[src/design/misc_strap_pkg.sv]
// Purpose: Shared constants for the strap and miscellaneous control block
// Assumes: 40 MHz system clock, APB register access
// Notes: Register offsets are word indices; the byte address is four times the index
package misc_strap_pkg;
   localparam int CLK_PERIOD_NS = 25;
   localparam int SETTLE_NS = 1000;
   localparam int SETTLE_CYC = (SETTLE_NS + CLK_PERIOD_NS - 1) / CLK_PERIOD_NS;
   localparam int REF_LOSS_NS = 400;
   localparam int REF_LOSS_CYC = REF_LOSS_NS / CLK_PERIOD_NS;
   localparam int INT_HALF_CYC = 2;

   localparam logic [7:0] ANEG_CTRL_IDX = 8'h00;
   localparam logic [7:0] CFG29_IDX = 8'h1d;
   localparam logic [7:0] CFG30_IDX = 8'h1e;
   localparam logic [7:0] STAT_IDX = 8'h1f;

   localparam int ANEG_EN_BIT = 12;
   localparam int CIM_BIT = 3;
   localparam int SCR_BIT = 4;
   localparam int CODEC_BIT = 6;
   localparam int REFSEL_BIT = 2;

   localparam logic [31:0] ANEG_CTRL_MASK = 32'h0000_1000;
   localparam logic [31:0] CFG29_MASK = 32'h0000_0058;
   localparam logic [31:0] CFG30_MASK = 32'h0000_0004;
   localparam logic [31:0] ANEG_CTRL_RST = 32'h0000_1000;
   localparam logic [31:0] CFG29_RST = 32'h0000_0000;
   localparam logic [31:0] CFG30_RST = 32'h0000_0000;

   // Strap pad positions, port A upward
   localparam int REF_SELECT_STRAP = 0;
   localparam int SCRAMBLER_BYPASS_STRAP = 1;
   localparam int CODEC_BYPASS_STRAP = 2;
   localparam int CARRIER_INTEGRITY_STRAP = 3;

   typedef struct packed {
      logic aneg;
      logic refsel;
      logic codec;
      logic scr;
      logic cim;
   } cfg_t;
endpackage : misc_strap_pkg

[src/design/ref_ctrl_if.sv]
// Purpose: Carries reference selection and clock status between the blocks
// Assumes: Both ends on clk_i
// Notes: None
`timescale 1ns/1ps
interface ref_ctrl_if;
   logic ref_sel;
   logic ext_active;
   logic rep_active;
   logic use_rep;
   logic tx_clk;
   modport main (output ref_sel, input ext_active, input rep_active, input use_rep,
                 input tx_clk);
   modport leaf (input ref_sel, output ext_active, output rep_active, output use_rep,
                 output tx_clk);
endinterface : ref_ctrl_if

[src/design/ref_clk_select.sv]
// Purpose: Watches both reference clock pins and builds the transmit clock
// Assumes: References sampled by clk_i; the repeater reference is well below clk_i/2
// Notes: The 20 MHz pin sits at clk_i/2, so activity detection there is best effort
`timescale 1ns/1ps
module ref_clk_select
   import misc_strap_pkg::*;
#(
   parameter int LOSS_CYCLES = REF_LOSS_CYC
) (
   // Clock and reset
   input wire logic clk_i,
   input wire logic rstn_i,
   // Reference pins
   input wire logic repeater_ref_clk_in_i,
   input wire logic ext_ref_clk_in_i,
   // Towards the main block
   ref_ctrl_if.leaf rif
);
   localparam logic [7:0] LOSS8 = 8'(LOSS_CYCLES);
   localparam logic [1:0] DIV_LAST = 2'(INT_HALF_CYC - 1);

   typedef struct packed {
      logic rep_m;
      logic rep_s;
      logic rep_p;
      logic ext_m;
      logic ext_s;
      logic ext_p;
      logic [7:0] rep_cnt;
      logic [7:0] ext_cnt;
      logic [1:0] div;
      logic tx_clk;
      logic use_rep;
   } leaf_t;

   leaf_t s_q;
   leaf_t s_d;

   initial begin
      if (LOSS_CYCLES < 1 || LOSS_CYCLES > 255) $error("LOSS_CYCLES out of range");
   end

   always_comb begin
      s_d = s_q;
      s_d.rep_m = repeater_ref_clk_in_i;
      s_d.rep_s = s_q.rep_m;
      s_d.rep_p = s_q.rep_s;
      s_d.ext_m = ext_ref_clk_in_i;
      s_d.ext_s = s_q.ext_m;
      s_d.ext_p = s_q.ext_s;
      // A floating or grounded pin stops edges and the counter runs out
      if (s_q.rep_s && !s_q.rep_p) s_d.rep_cnt = LOSS8;
      else if (s_q.rep_cnt != 8'h00) s_d.rep_cnt = s_q.rep_cnt - 8'h01;
      if (s_q.ext_s && !s_q.ext_p) s_d.ext_cnt = LOSS8;
      else if (s_q.ext_cnt != 8'h00) s_d.ext_cnt = s_q.ext_cnt - 8'h01;
      s_d.use_rep = rif.ref_sel && (s_q.rep_cnt != 8'h00);
      if (s_q.use_rep) begin
         s_d.tx_clk = s_q.rep_s;
      end else if (s_q.ext_cnt != 8'h00) begin
         if (s_q.ext_s && !s_q.ext_p) s_d.tx_clk = !s_q.tx_clk;
      end else if (s_q.div == DIV_LAST) begin
         s_d.div = 2'h0;
         s_d.tx_clk = !s_q.tx_clk;
      end else begin
         s_d.div = s_q.div + 2'h1;
      end
   end

   always_ff @(posedge clk_i) begin
      if (!rstn_i) s_q <= '0;
      else s_q <= s_d;
   end

   assign rif.ext_active = (s_q.ext_cnt != 8'h00);
   assign rif.rep_active = (s_q.rep_cnt != 8'h00);
   assign rif.use_rep = s_q.use_rep;
   assign rif.tx_clk = s_q.tx_clk;
endmodule : ref_clk_select

[src/design/misc_strap_ctrl.sv]
// Purpose: Strap capture, output disable, autonegotiation gating and APB config registers
// Assumes: 40 MHz clk_i, synchronous active-low reset, pins asynchronous to clk_i
// Notes: Strap pads are left undriven for a settle time after reset, then become LEDs
//
// Behaviour
// - Autoneg enabled only when pin AND register bit
// - Pulse on autoneg pin restarts negotiation
// - Output-disable pin floats every digital output (only the indicator pads and the transmit clock pin here)
// - Selected repeater reference drives the transmit clock
// - Internal synthesizer by default, external when present
// - Reference-select strap ORed with its register bit
// - Carrier-integrity strap ORed with its register bit
// - Codec-bypass strap ORed with its register bit
// - Scrambler-bypass strap merged only at reset
// - Strap pads then show per-port transmit activity
//
// Added by the designer: the APB register port and the address map.
`timescale 1ns/1ps
module misc_strap_ctrl
   import misc_strap_pkg::*;
#(
   parameter int SETTLE_CYCLES = SETTLE_CYC,
   parameter int LOSS_CYCLES = REF_LOSS_CYC
) (
   // Clock and reset
   input wire logic clk_i,
   input wire logic rstn_i,
   // APB slave
   input wire logic psel_i,
   input wire logic penable_i,
   input wire logic pwrite_i,
   input wire logic [11:0] paddr_i,
   input wire logic [31:0] pwdata_i,
   input wire logic [3:0] pstrb_i,
   output logic [31:0] prdata_o,
   output logic pready_o,
   output logic pslverr_o,
   // Control pins
   input wire logic autoneg_en_pin_i,
   input wire logic output_hiz_in_i,
   input wire logic repeater_ref_clk_in_i,
   input wire logic ext_ref_clk_in_i,
   // Shared strap and indicator pads, port A in bit 0
   input wire logic [3:0] strap_pad_i,
   output logic [3:0] tx_activity_ind_o,
   output logic [3:0] tx_activity_ind_oe_o,
   // Transmit clock pin
   output logic tx_clk_o,
   output logic tx_clk_oe_o,
   // Port transmit activity
   input wire logic [3:0] tx_active_i,
   // Effective configuration
   output logic autoneg_enable_o,
   output logic autoneg_restart_o,
   output logic cim_enable_o,
   output logic codec_bypass_o,
   output logic scrambler_bypass_o,
   output logic repeater_ref_sel_o,
   output logic config_done_o
);
   localparam logic [15:0] CNT_LAST = 16'(SETTLE_CYCLES - 1);

   typedef enum logic [0:0] {ST_SETTLE, ST_RUN} phase_t;

   typedef struct packed {
      phase_t phase;
      logic [15:0] cnt;
      logic [3:0] pad_m;
      logic [3:0] pad_s;
      logic hiz_m;
      logic hiz_s;
      logic aneg_m;
      logic aneg_s;
      logic aneg_p;
      logic [3:0] strap;
      logic [31:0] reg0;
      logic [31:0] reg29;
      logic [31:0] reg30;
      logic [31:0] rdata;
      logic slverr;
      logic restart;
      cfg_t cfg;
      logic [3:0] ind;
      logic [3:0] ind_oe;
      logic clk_oe;
   } state_t;

   state_t s_q;
   state_t s_d;
   ref_ctrl_if rif ();

   initial begin
      if (SETTLE_CYCLES < 1 || SETTLE_CYCLES > 65535) $error("SETTLE_CYCLES out of range");
   end

   function automatic logic reg_hit(input logic [11:0] addr);
      logic [7:0] idx;
      idx = addr[9:2];
      return (addr[11:10] == 2'h0) &&
             (idx == ANEG_CTRL_IDX || idx == CFG29_IDX || idx == CFG30_IDX || idx == STAT_IDX);
   endfunction : reg_hit

   function automatic logic [31:0] merge(input logic [31:0] old, input logic [31:0] wdata,
                                         input logic [3:0] strb, input logic [31:0] mask);
      logic [31:0] res;
      res = old;
      for (int i = 0; i < 4; i++) begin
         if (strb[i]) res[i*8 +: 8] = wdata[i*8 +: 8] & mask[i*8 +: 8];
      end
      return res;
   endfunction : merge

   ref_clk_select #(
      .LOSS_CYCLES(LOSS_CYCLES)
   ) u_ref (
      .clk_i(clk_i),
      .rstn_i(rstn_i),
      .repeater_ref_clk_in_i(repeater_ref_clk_in_i),
      .ext_ref_clk_in_i(ext_ref_clk_in_i),
      .rif(rif.leaf)
   );

   always_comb begin
      s_d = s_q;
      // Pin synchronisers
      s_d.pad_m = strap_pad_i;
      s_d.pad_s = s_q.pad_m;
      s_d.hiz_m = output_hiz_in_i;
      s_d.hiz_s = s_q.hiz_m;
      s_d.aneg_m = autoneg_en_pin_i;
      s_d.aneg_s = s_q.aneg_m;
      s_d.aneg_p = s_q.aneg_s;
      s_d.restart = 1'b0;

      // Register read is prepared in the setup phase so data comes from flops
      if (psel_i && !penable_i) begin
         s_d.slverr = !reg_hit(paddr_i);
         unique case (paddr_i[9:2])
            ANEG_CTRL_IDX: s_d.rdata = s_q.reg0;
            CFG29_IDX: s_d.rdata = s_q.reg29;
            CFG30_IDX: s_d.rdata = s_q.reg30;
            STAT_IDX: s_d.rdata = {20'h0_0000, s_q.strap, s_q.phase == ST_RUN, s_q.cfg.aneg,
                                   rif.use_rep, rif.ext_active, s_q.cfg.refsel,
                                   s_q.cfg.codec, s_q.cfg.scr, s_q.cfg.cim};
            default: s_d.rdata = 32'h0000_0000;
         endcase
         if (!reg_hit(paddr_i)) s_d.rdata = 32'h0000_0000;
      end
      if (psel_i && penable_i && pwrite_i && reg_hit(paddr_i)) begin
         unique case (paddr_i[9:2])
            ANEG_CTRL_IDX: s_d.reg0 = merge(s_q.reg0, pwdata_i, pstrb_i, ANEG_CTRL_MASK);
            CFG29_IDX: s_d.reg29 = merge(s_q.reg29, pwdata_i, pstrb_i, CFG29_MASK);
            CFG30_IDX: s_d.reg30 = merge(s_q.reg30, pwdata_i, pstrb_i, CFG30_MASK);
            default: s_d.reg30 = s_q.reg30;
         endcase
      end

      unique case (s_q.phase)
         ST_SETTLE: begin
            // Pads float while the strap resistors settle
            if (s_q.cnt == CNT_LAST) begin
               s_d.phase = ST_RUN;
               s_d.strap = s_q.pad_s;
               // Merged after the APB write so the strap wins a same-cycle clear
               s_d.reg29[SCR_BIT] = s_d.reg29[SCR_BIT] | s_q.pad_s[SCRAMBLER_BYPASS_STRAP];
            end else begin
               s_d.cnt = s_q.cnt + 16'h0001;
            end
         end
         ST_RUN: begin
            // Only a rising edge counts, so a held-high pin does not loop restarts
            if (s_q.aneg_s && !s_q.aneg_p && s_q.reg0[ANEG_EN_BIT]) s_d.restart = 1'b1;
         end
      endcase

      s_d.cfg.aneg = s_q.aneg_s & s_q.reg0[ANEG_EN_BIT];
      s_d.cfg.cim = s_q.strap[CARRIER_INTEGRITY_STRAP] | s_q.reg29[CIM_BIT];
      s_d.cfg.codec = s_q.strap[CODEC_BYPASS_STRAP] | s_q.reg29[CODEC_BIT];
      s_d.cfg.scr = s_q.reg29[SCR_BIT];
      s_d.cfg.refsel = s_q.strap[REF_SELECT_STRAP] | s_q.reg30[REFSEL_BIT];

      s_d.ind = (s_q.phase == ST_RUN) ? tx_active_i : 4'h0;
      s_d.ind_oe = {4{s_q.phase == ST_RUN && !s_q.hiz_s}};
      s_d.clk_oe = !s_q.hiz_s;
   end

   always_ff @(posedge clk_i) begin
      if (!rstn_i) begin
         s_q <= '0;
         s_q.reg0 <= ANEG_CTRL_RST;
         s_q.reg29 <= CFG29_RST;
         s_q.reg30 <= CFG30_RST;
      end else begin
         s_q <= s_d;
      end
   end

   assign rif.ref_sel = s_q.cfg.refsel;
   assign pready_o = 1'b1;
   assign prdata_o = s_q.rdata;
   assign pslverr_o = s_q.slverr && psel_i && penable_i;
   assign tx_activity_ind_o = s_q.ind;
   assign tx_activity_ind_oe_o = s_q.ind_oe;
   assign tx_clk_o = rif.tx_clk;
   assign tx_clk_oe_o = s_q.clk_oe;
   assign autoneg_enable_o = s_q.cfg.aneg;
   assign autoneg_restart_o = s_q.restart;
   assign cim_enable_o = s_q.cfg.cim;
   assign codec_bypass_o = s_q.cfg.codec;
   assign scrambler_bypass_o = s_q.cfg.scr;
   assign repeater_ref_sel_o = s_q.cfg.refsel;
   assign config_done_o = (s_q.phase == ST_RUN);
endmodule : misc_strap_ctrl

[config.mk]
export PLATFORM = sky130hd
export DESIGN_NAME = misc_strap_ctrl
export DESIGN_NICKNAME = d
export VERILOG_FILES = /design/src/design/misc_strap_pkg.sv /design/src/design/ref_ctrl_if.sv /design/src/design/ref_clk_select.sv /design/src/design/misc_strap_ctrl.sv
export SDC_FILE = /design/constraint.sdc
export NUM_CORES = 1
export LEC_CHECK = 0
export BUFFER_PORTS_ARGS = -buffer_cell sky130_fd_sc_hd__buf_4
export CAP_MARGIN = 0
export CORE_UTILIZATION = 55
export DETAILED_ROUTE_END_ITERATION = 12
export HOLD_SLACK_MARGIN = 0.1
export PLACE_DENSITY_LB_ADDON = 0.12
export SYNTH_ARGS = -nofsm -noshare
export SYNTH_HDL_FRONTEND = slang
export SYNTH_SLANG_ARGS = --single-unit
export TNS_END_PERCENT = 1
[constraint.sdc]
create_clock -name clk_i -period 5.4 [get_ports clk_i]
set_input_delay 0.54 -clock clk_i [delete_from_list [all_inputs] [get_ports clk_i]]
set_output_delay 0.54 -clock clk_i [all_outputs]
set_load 0.005 [all_outputs]
==> results.yml, run 1 <==
sta:
  timing.fmax_ghz: 0.4551
  post-route-min-period_ns: 2.197
  whs_ns: 0.3883
  finalSetupViolCount: 0
  rsz0062_at_grt: "false"
  finalHoldViolCount: 0
  period_share_pct: 40.69
  maxSlewViolCount: 0
  worst_pin_slew_ns: 1.036
  relSlewSlack_pct: 30.38
  clock_skew_ns: 0.006940
  tns_ns: 0
final_layout:
  layout.nets: 520
  area_growth_pct: 13.52
  drive_above_1_share_pct: 19.08
  antenna_cells: 0
  final_cell_mix: "91 x dfxtp_1, 65 x buf_4, 51 x nor2_1, 21 x and2_1, 20 x conb_1"
  layout_commonest_cell: "dfxtp_1"
floorplan:
  placementRows: 30
  io_pins: 116
  start_util_pct: 56.65
  dieWidth_um: 85.65
  core_area_mm2: 0.006794
  dieArea_mm2: 0.007336
  die-height_um: 85.65
critical_path:
  required_ns: 5.68
  crit_fanout: 11
  cp_cell_sequence: "buf_4 > or4_4 > nor4_2 > a22oi_1 > a21oi_1"
  critical_path_class: "input pin to register"
  cp-start-kind: "input pin"
  crit_buf_inv: 1
  cpMaxStageDelayCell: "nor4_2"
  end_kind: "register"
  cpLargestDelayFamily: "simple AND/OR/NAND/NOR gates"
  arrival_ns: 2.48
  max_stage_delay_ns: 0.91
grt:
  grt_max_degree: 42
  overflow: 0
  grt_pass1_wl_um: 11770
  antenna_found_initial: 0
  grt_pass1_vias: 2590
  grt.total_usage_pct: 20.29
clock_tree:
  clk_latency_ns: 0.35
  cts_setup_buffers: 0
  cts.clk_slew.worst_paths_ns: 0.09
  cts.path.max_buffers: 2
  postCtsHoldBufs: 0
  cts.sink_count: 91
  cts_resized: 0
  cts_inserted_buffers: 9
  cts_tree: "built"
  root_buffer: "clkbuf_8"
  cts_max_level: 3
power:
  p_per_area_mw_per_mm2: 362.0
  power_leakage_nw: 1.818
  ir_drop_mv: 0.3004
yosys:
  ys_types: 50
  synth_warnings: 0
  syn_area_mm2: 0.003849
  synth_edf_count: 0
  ys_async_sr_fraction_pct: 0
  synth_area_leaders: "dfxtp_1 47%, buf_4 8.2%, nor2_1 5.0%"
  ys.flop_type: "dfxtp_1"
  netlist.area_leader.share_pct: 47.33
  seq_area_frac_synth_pct: 47.33
  netlist_instances: 410
  synth_top_area_cell: "dfxtp_1"
  syn_avg_cell_area_um2: 9.387
  ys_ff_latch: 91
drt:
  final_antenna_net_count: 0
  drtPass1Iterations: 6
  vias_per_cell: 5.181
  wirelength_um: 7083
  vias: 2860
  drc: 0
  first_iter_violations: 155
  wl_per_cell_um: 12.83
job:
  maxCapViolCount: 0
min_path:
  hp-class: "input pin to register"
placed_design:
  hpwl_um: 4988
  place.gp.congestion: 0.8039
  port_buffers: 64
status:
  outcome: "finished clean"
-- synth_stat cells, types with 2 or more instances --
cell type,number
a211oi_1,2
clkbuf_1,10
nand2_1,18
xor2_1,7
nor3_1,8
nor2b_1,2
and2_1,21
nand3b_1,2
and3_1,9
nand4_1,6
conb_1,2
inv_1,6
buf_4,42
o21ai_0,7
or3_1,5
dfxtp_1,91
nand4b_1,2
nor2_1,51
nor3b_1,3
xnor2_1,14
ha_1,4
and4_1,3
or4_1,3
a22oi_1,11
nor4b_1,4
nand3_1,14
a21oi_1,17
nor4_4,2
nor4_1,6
mux2i_1,11
nand2b_1,8
-- metal layers --
layer / wire length (µm) / vias up / global-route usage (%) / part of all wire [%]
met1: 3290 / 1325 / 24.76 / 46
met2: 3322 / 77 / 33.82 / 47
met4: 106 / 0 / 6.970 / 1.5
met3: 364 / 13 / 6.545 / 5.1
li1: - / 1445 / - / -
met5: 0 / - / 0 / 0
-- worst reg2reg max path, cell delays in order, from the launching register on --
cell and delay, ns:
dfxtp_1 0.35, inv_1 0.07, ha_1 0.24, or3b_2 0.49
nor4b_2 0.27, nor3_1 0.09, o41ai_2 0.26
-- cells by family (layout without fill, tap and decap cells) --
kind of cell               count (synthesis)  in the layout  synth area share [%]
and+or+nand+nor                          174            174                 25.36
muxes                                     11             11                 2.861
other                                      2             20                0.1951
buffers and inverters                     60             88                 10.14
xor gates and xnor gates                  21             21                 4.779
DFF                                       91             91                 47.33
adders and majority gates                  4              4                 1.300
AOI/OAI and AO/OA                         47             47                 8.030
-- where the power goes --
part	leakage [nW]	switching (W)	total, W	internal (W)
Combinational	0.973	0.000172	0.000328	0.000155
Clock	0.103	0.000226	0.000486	0.000260
Sequential	0.742	0.0000453	0.000768	0.000723
Total	1.82	0.000444	0.00158	0.00114
-- sequential cells by signal, indices dropped and copies added, names as in the netlist --
name and flops:
config_done_o 1, tx_activity_ind_oe_o 1, scrambler_bypass_o 1, u_ref.s_d 4, prdata_o 13, u_ref.rif.use_rep 1, codec_bypass_o 1, cim_enable_o 1
repeater_ref_sel_o 1, autoneg_enable_o 1, s_q 31, u_ref.s_q 20, s_d 8, autoneg_restart_o 1, tx_activity_ind_o 4, u_ref.rif.tx_clk 1
tx_clk_oe_o 1
-- worst paths after layout --
kind | cells after the start | startpoint | slack (ns) | endpoint
hold / removal | 2 | autoneg_en_pin_i | 0.39 | s_d[149]
hold reg to reg | 1 | s_q[151] | 0.41 | tx_clk_oe_o
setup reg to reg | 6 | u_ref.s_q[4] | 3.56 | u_ref.rif.tx_clk
setup / recovery | 5 | paddr_i[9] | 3.20 | prdata_o[4]
-- per-stage QoR --
| step | std cells | util (%) | worst slack (ns) | total power, W | cell area [µm²] |
|---|---|---|---|---|---|
| after floorplan | 428 | - | 3.435 | 0.001038 | 3916 |
| after global placement | 536 | 61.23 | 2.798 | 0.001092 | 4160 |
| after detailed placement | 536 | 61.23 | 2.781 | 0.001108 | 4160 |
| after CTS | 552 | 64.31 | 3.141 | 0.001596 | 4369 |
| after global routing | 552 | 64.31 | 3.005 | 0.001673 | 4369 |
| final | 552 | 64.31 | 3.203 | 0.001582 | 4369 |
-- area by class of cell --
class	count	area, µm²
Fill cell	587	2425
Sequential cell	91	1822
Multi-Input combinational cell	277	1704
Timing Repair Buffer	65	488.0
Clock buffer	11	131.4
Tap cell	96	120.1
Clock inverter	5	77.57
Inverter	7	26.28
Note: power is estimated with default switching activity, not from simulation.
==> inputs of run 2 (changes only) <==
Settings changed: CORE_UTILIZATION 55 to 51.
Clock period 5.4 ns to 2.2 ns, I/O delays scaled along.
==> results.yml, run 2 (synthesis results as in run 1) <==
status:
  outcome: "finished clean"
sta:
  clock_skew_ns: 0.008475
  timing.fmax_ghz: 0.5281
  relSlewSlack_pct: 58.06
  post-route-min-period_ns: 1.894
  finalSetupViolCount: 0
  worst_pin_slew_ns: 0.6291
  maxSlewViolCount: 0
  finalHoldViolCount: 0
  period_share_pct: 86.07
  tns_ns: 0
  rsz0062_at_grt: "false"
drt:
  wl_per_cell_um: 12.83
  drc: 0
  vias: 2907
  final_antenna_net_count: 0
  wirelength_um: 7312
  first_iter_violations: 127
  drtPass1Iterations: 4
  vias_per_cell: 5.100
grt:
  grt_pass1_wl_um: 11640
  overflow: 0
  grt.total_usage_pct: 19.36
  grt_max_degree: 41
  grt_pass1_vias: 2549
  antenna_found_initial: 0
placed_design:
  hpwl_um: 5145
  place.gp.congestion: 0.7841
  dp.cells: 544
  placed_area_mm2: 0.004202
  port_buffers: 64
min_path:
  hp-class: "input pin to register"
clock_tree:
  cts_max_level: 3
  postCtsHoldBufs: 12
  cts_inserted_buffers: 9
  root_buffer: "clkbuf_8"
  cts_setup_buffers: 0
  cts_tree: "built"
  cts.path.max_buffers: 2
  cts.clk_slew.worst_paths_ns: 0.08
  cts_resized: 0
  clk_latency_ns: 0.35
  cts.sink_count: 91
floorplan:
  core_area_mm2: 0.007292
  start_util_pct: 52.78
  die-height_um: 88.87
  dieArea_mm2: 0.007898
  placementRows: 31
  io_pins: 116
  dieWidth_um: 88.87
final_layout:
  largest_register_ff_count: 31
  regMostFlops: "s_q"
  multi_input_area_mm2: 0.001704
  final_area_mm2: 0.004503
  n_fill_cell: 657
  seq_area_mm2: 0.001822
  drive_above_1_share_pct: 19.32
  layout_commonest_cell: "dfxtp_1"
  antenna_cells: 0
  fin_cells: 570
  layout.nets: 537
  area_growth_pct: 17.00
  final_cell_mix: "91 x dfxtp_1, 70 x buf_4, 51 x nor2_1, 21 x and2_1, 20 x conb_1"
critical_path:
  cp-start-kind: "register"
  crit_fanout: 5
  critical_path_class: "register to register"
  required_ns: 2.45
  arrival_ns: 2.14
  end_kind: "register"
power:
  p_per_area_mw_per_mm2: 836.8
  ir_drop_mv: 0.4799
  power_leakage_nw: 1.884
job:
  maxCapViolCount: 0
-- run 2: final timing paths --
path | start | endpoint | slack (ns) | cells after the start
worst max-delay path | u_ref.s_q[4] | u_ref.rif.tx_clk | 0.31 | 6
worst min-delay path | pwdata_i[6] | s_q[86] | 0.11 | 3
worst max register to register | u_ref.s_q[4] | u_ref.rif.tx_clk | 0.31 | 6
worst min register to register | s_q[151] | tx_clk_oe_o | 0.40 | 1
-- run 2: through the flow --
| step | utilization (%) | hold slack, ns | total power, W | worst slack, ns |
|---|---|---|---|---|
| 2_1_floorplan | - | 0.3473 | 0.002549 | 0.4879 |
| 3_3_place_gp | 57.62 | 0.3848 | 0.002691 | 0.3828 |
| 3_5_place_dp | 57.62 | 0.3819 | 0.002720 | 0.3162 |
| 4_1_cts | 61.75 | 0.1010 | 0.003804 | 0.3032 |
| 5_1_grt | 61.75 | 0.1035 | 0.004003 | 0.2156 |
| 6_report | 61.75 | 0.1142 | 0.003768 | 0.3064 |
-- run 2: cell type report --
cell class | count | area share [%]
clock inverter | 3 | 0.8891
clock buffer | 11 | 3.140
tap | 99 | 2.751
timing repair buffer | 82 | 14.34
multi-input combinational | 277 | 37.84
inverter | 7 | 0.5835
sequential | 91 | 40.46
-- run 2: worst max-delay path: stages (launching register included) --
cell     delay [ns]
dfxtp_1        0.35
inv_1          0.07
ha_1           0.24
or3b_2         0.49
nor4b_2        0.29
nor3_1         0.10
o41ai_2        0.27
-- run 2: report_power, final --
group | switching [W] | leakage, nW | total, W | internal [W]
Combinational | 0.000413 | 1.05 | 0.000810 | 0.000397
Sequential | 0.000114 | 0.742 | 0.00189 | 0.00178
Clock | 0.000529 | 0.0950 | 0.00107 | 0.000541
-- run 2: metal layers --
layer	global-route usage, %	part of all wire, %	vias up
met5	0	0	-
met4	4.399	0.81	0
met3	6.157	4.1	5
met2	33.22	49	61
met1	23.72	47	1371
li1	-	-	1470
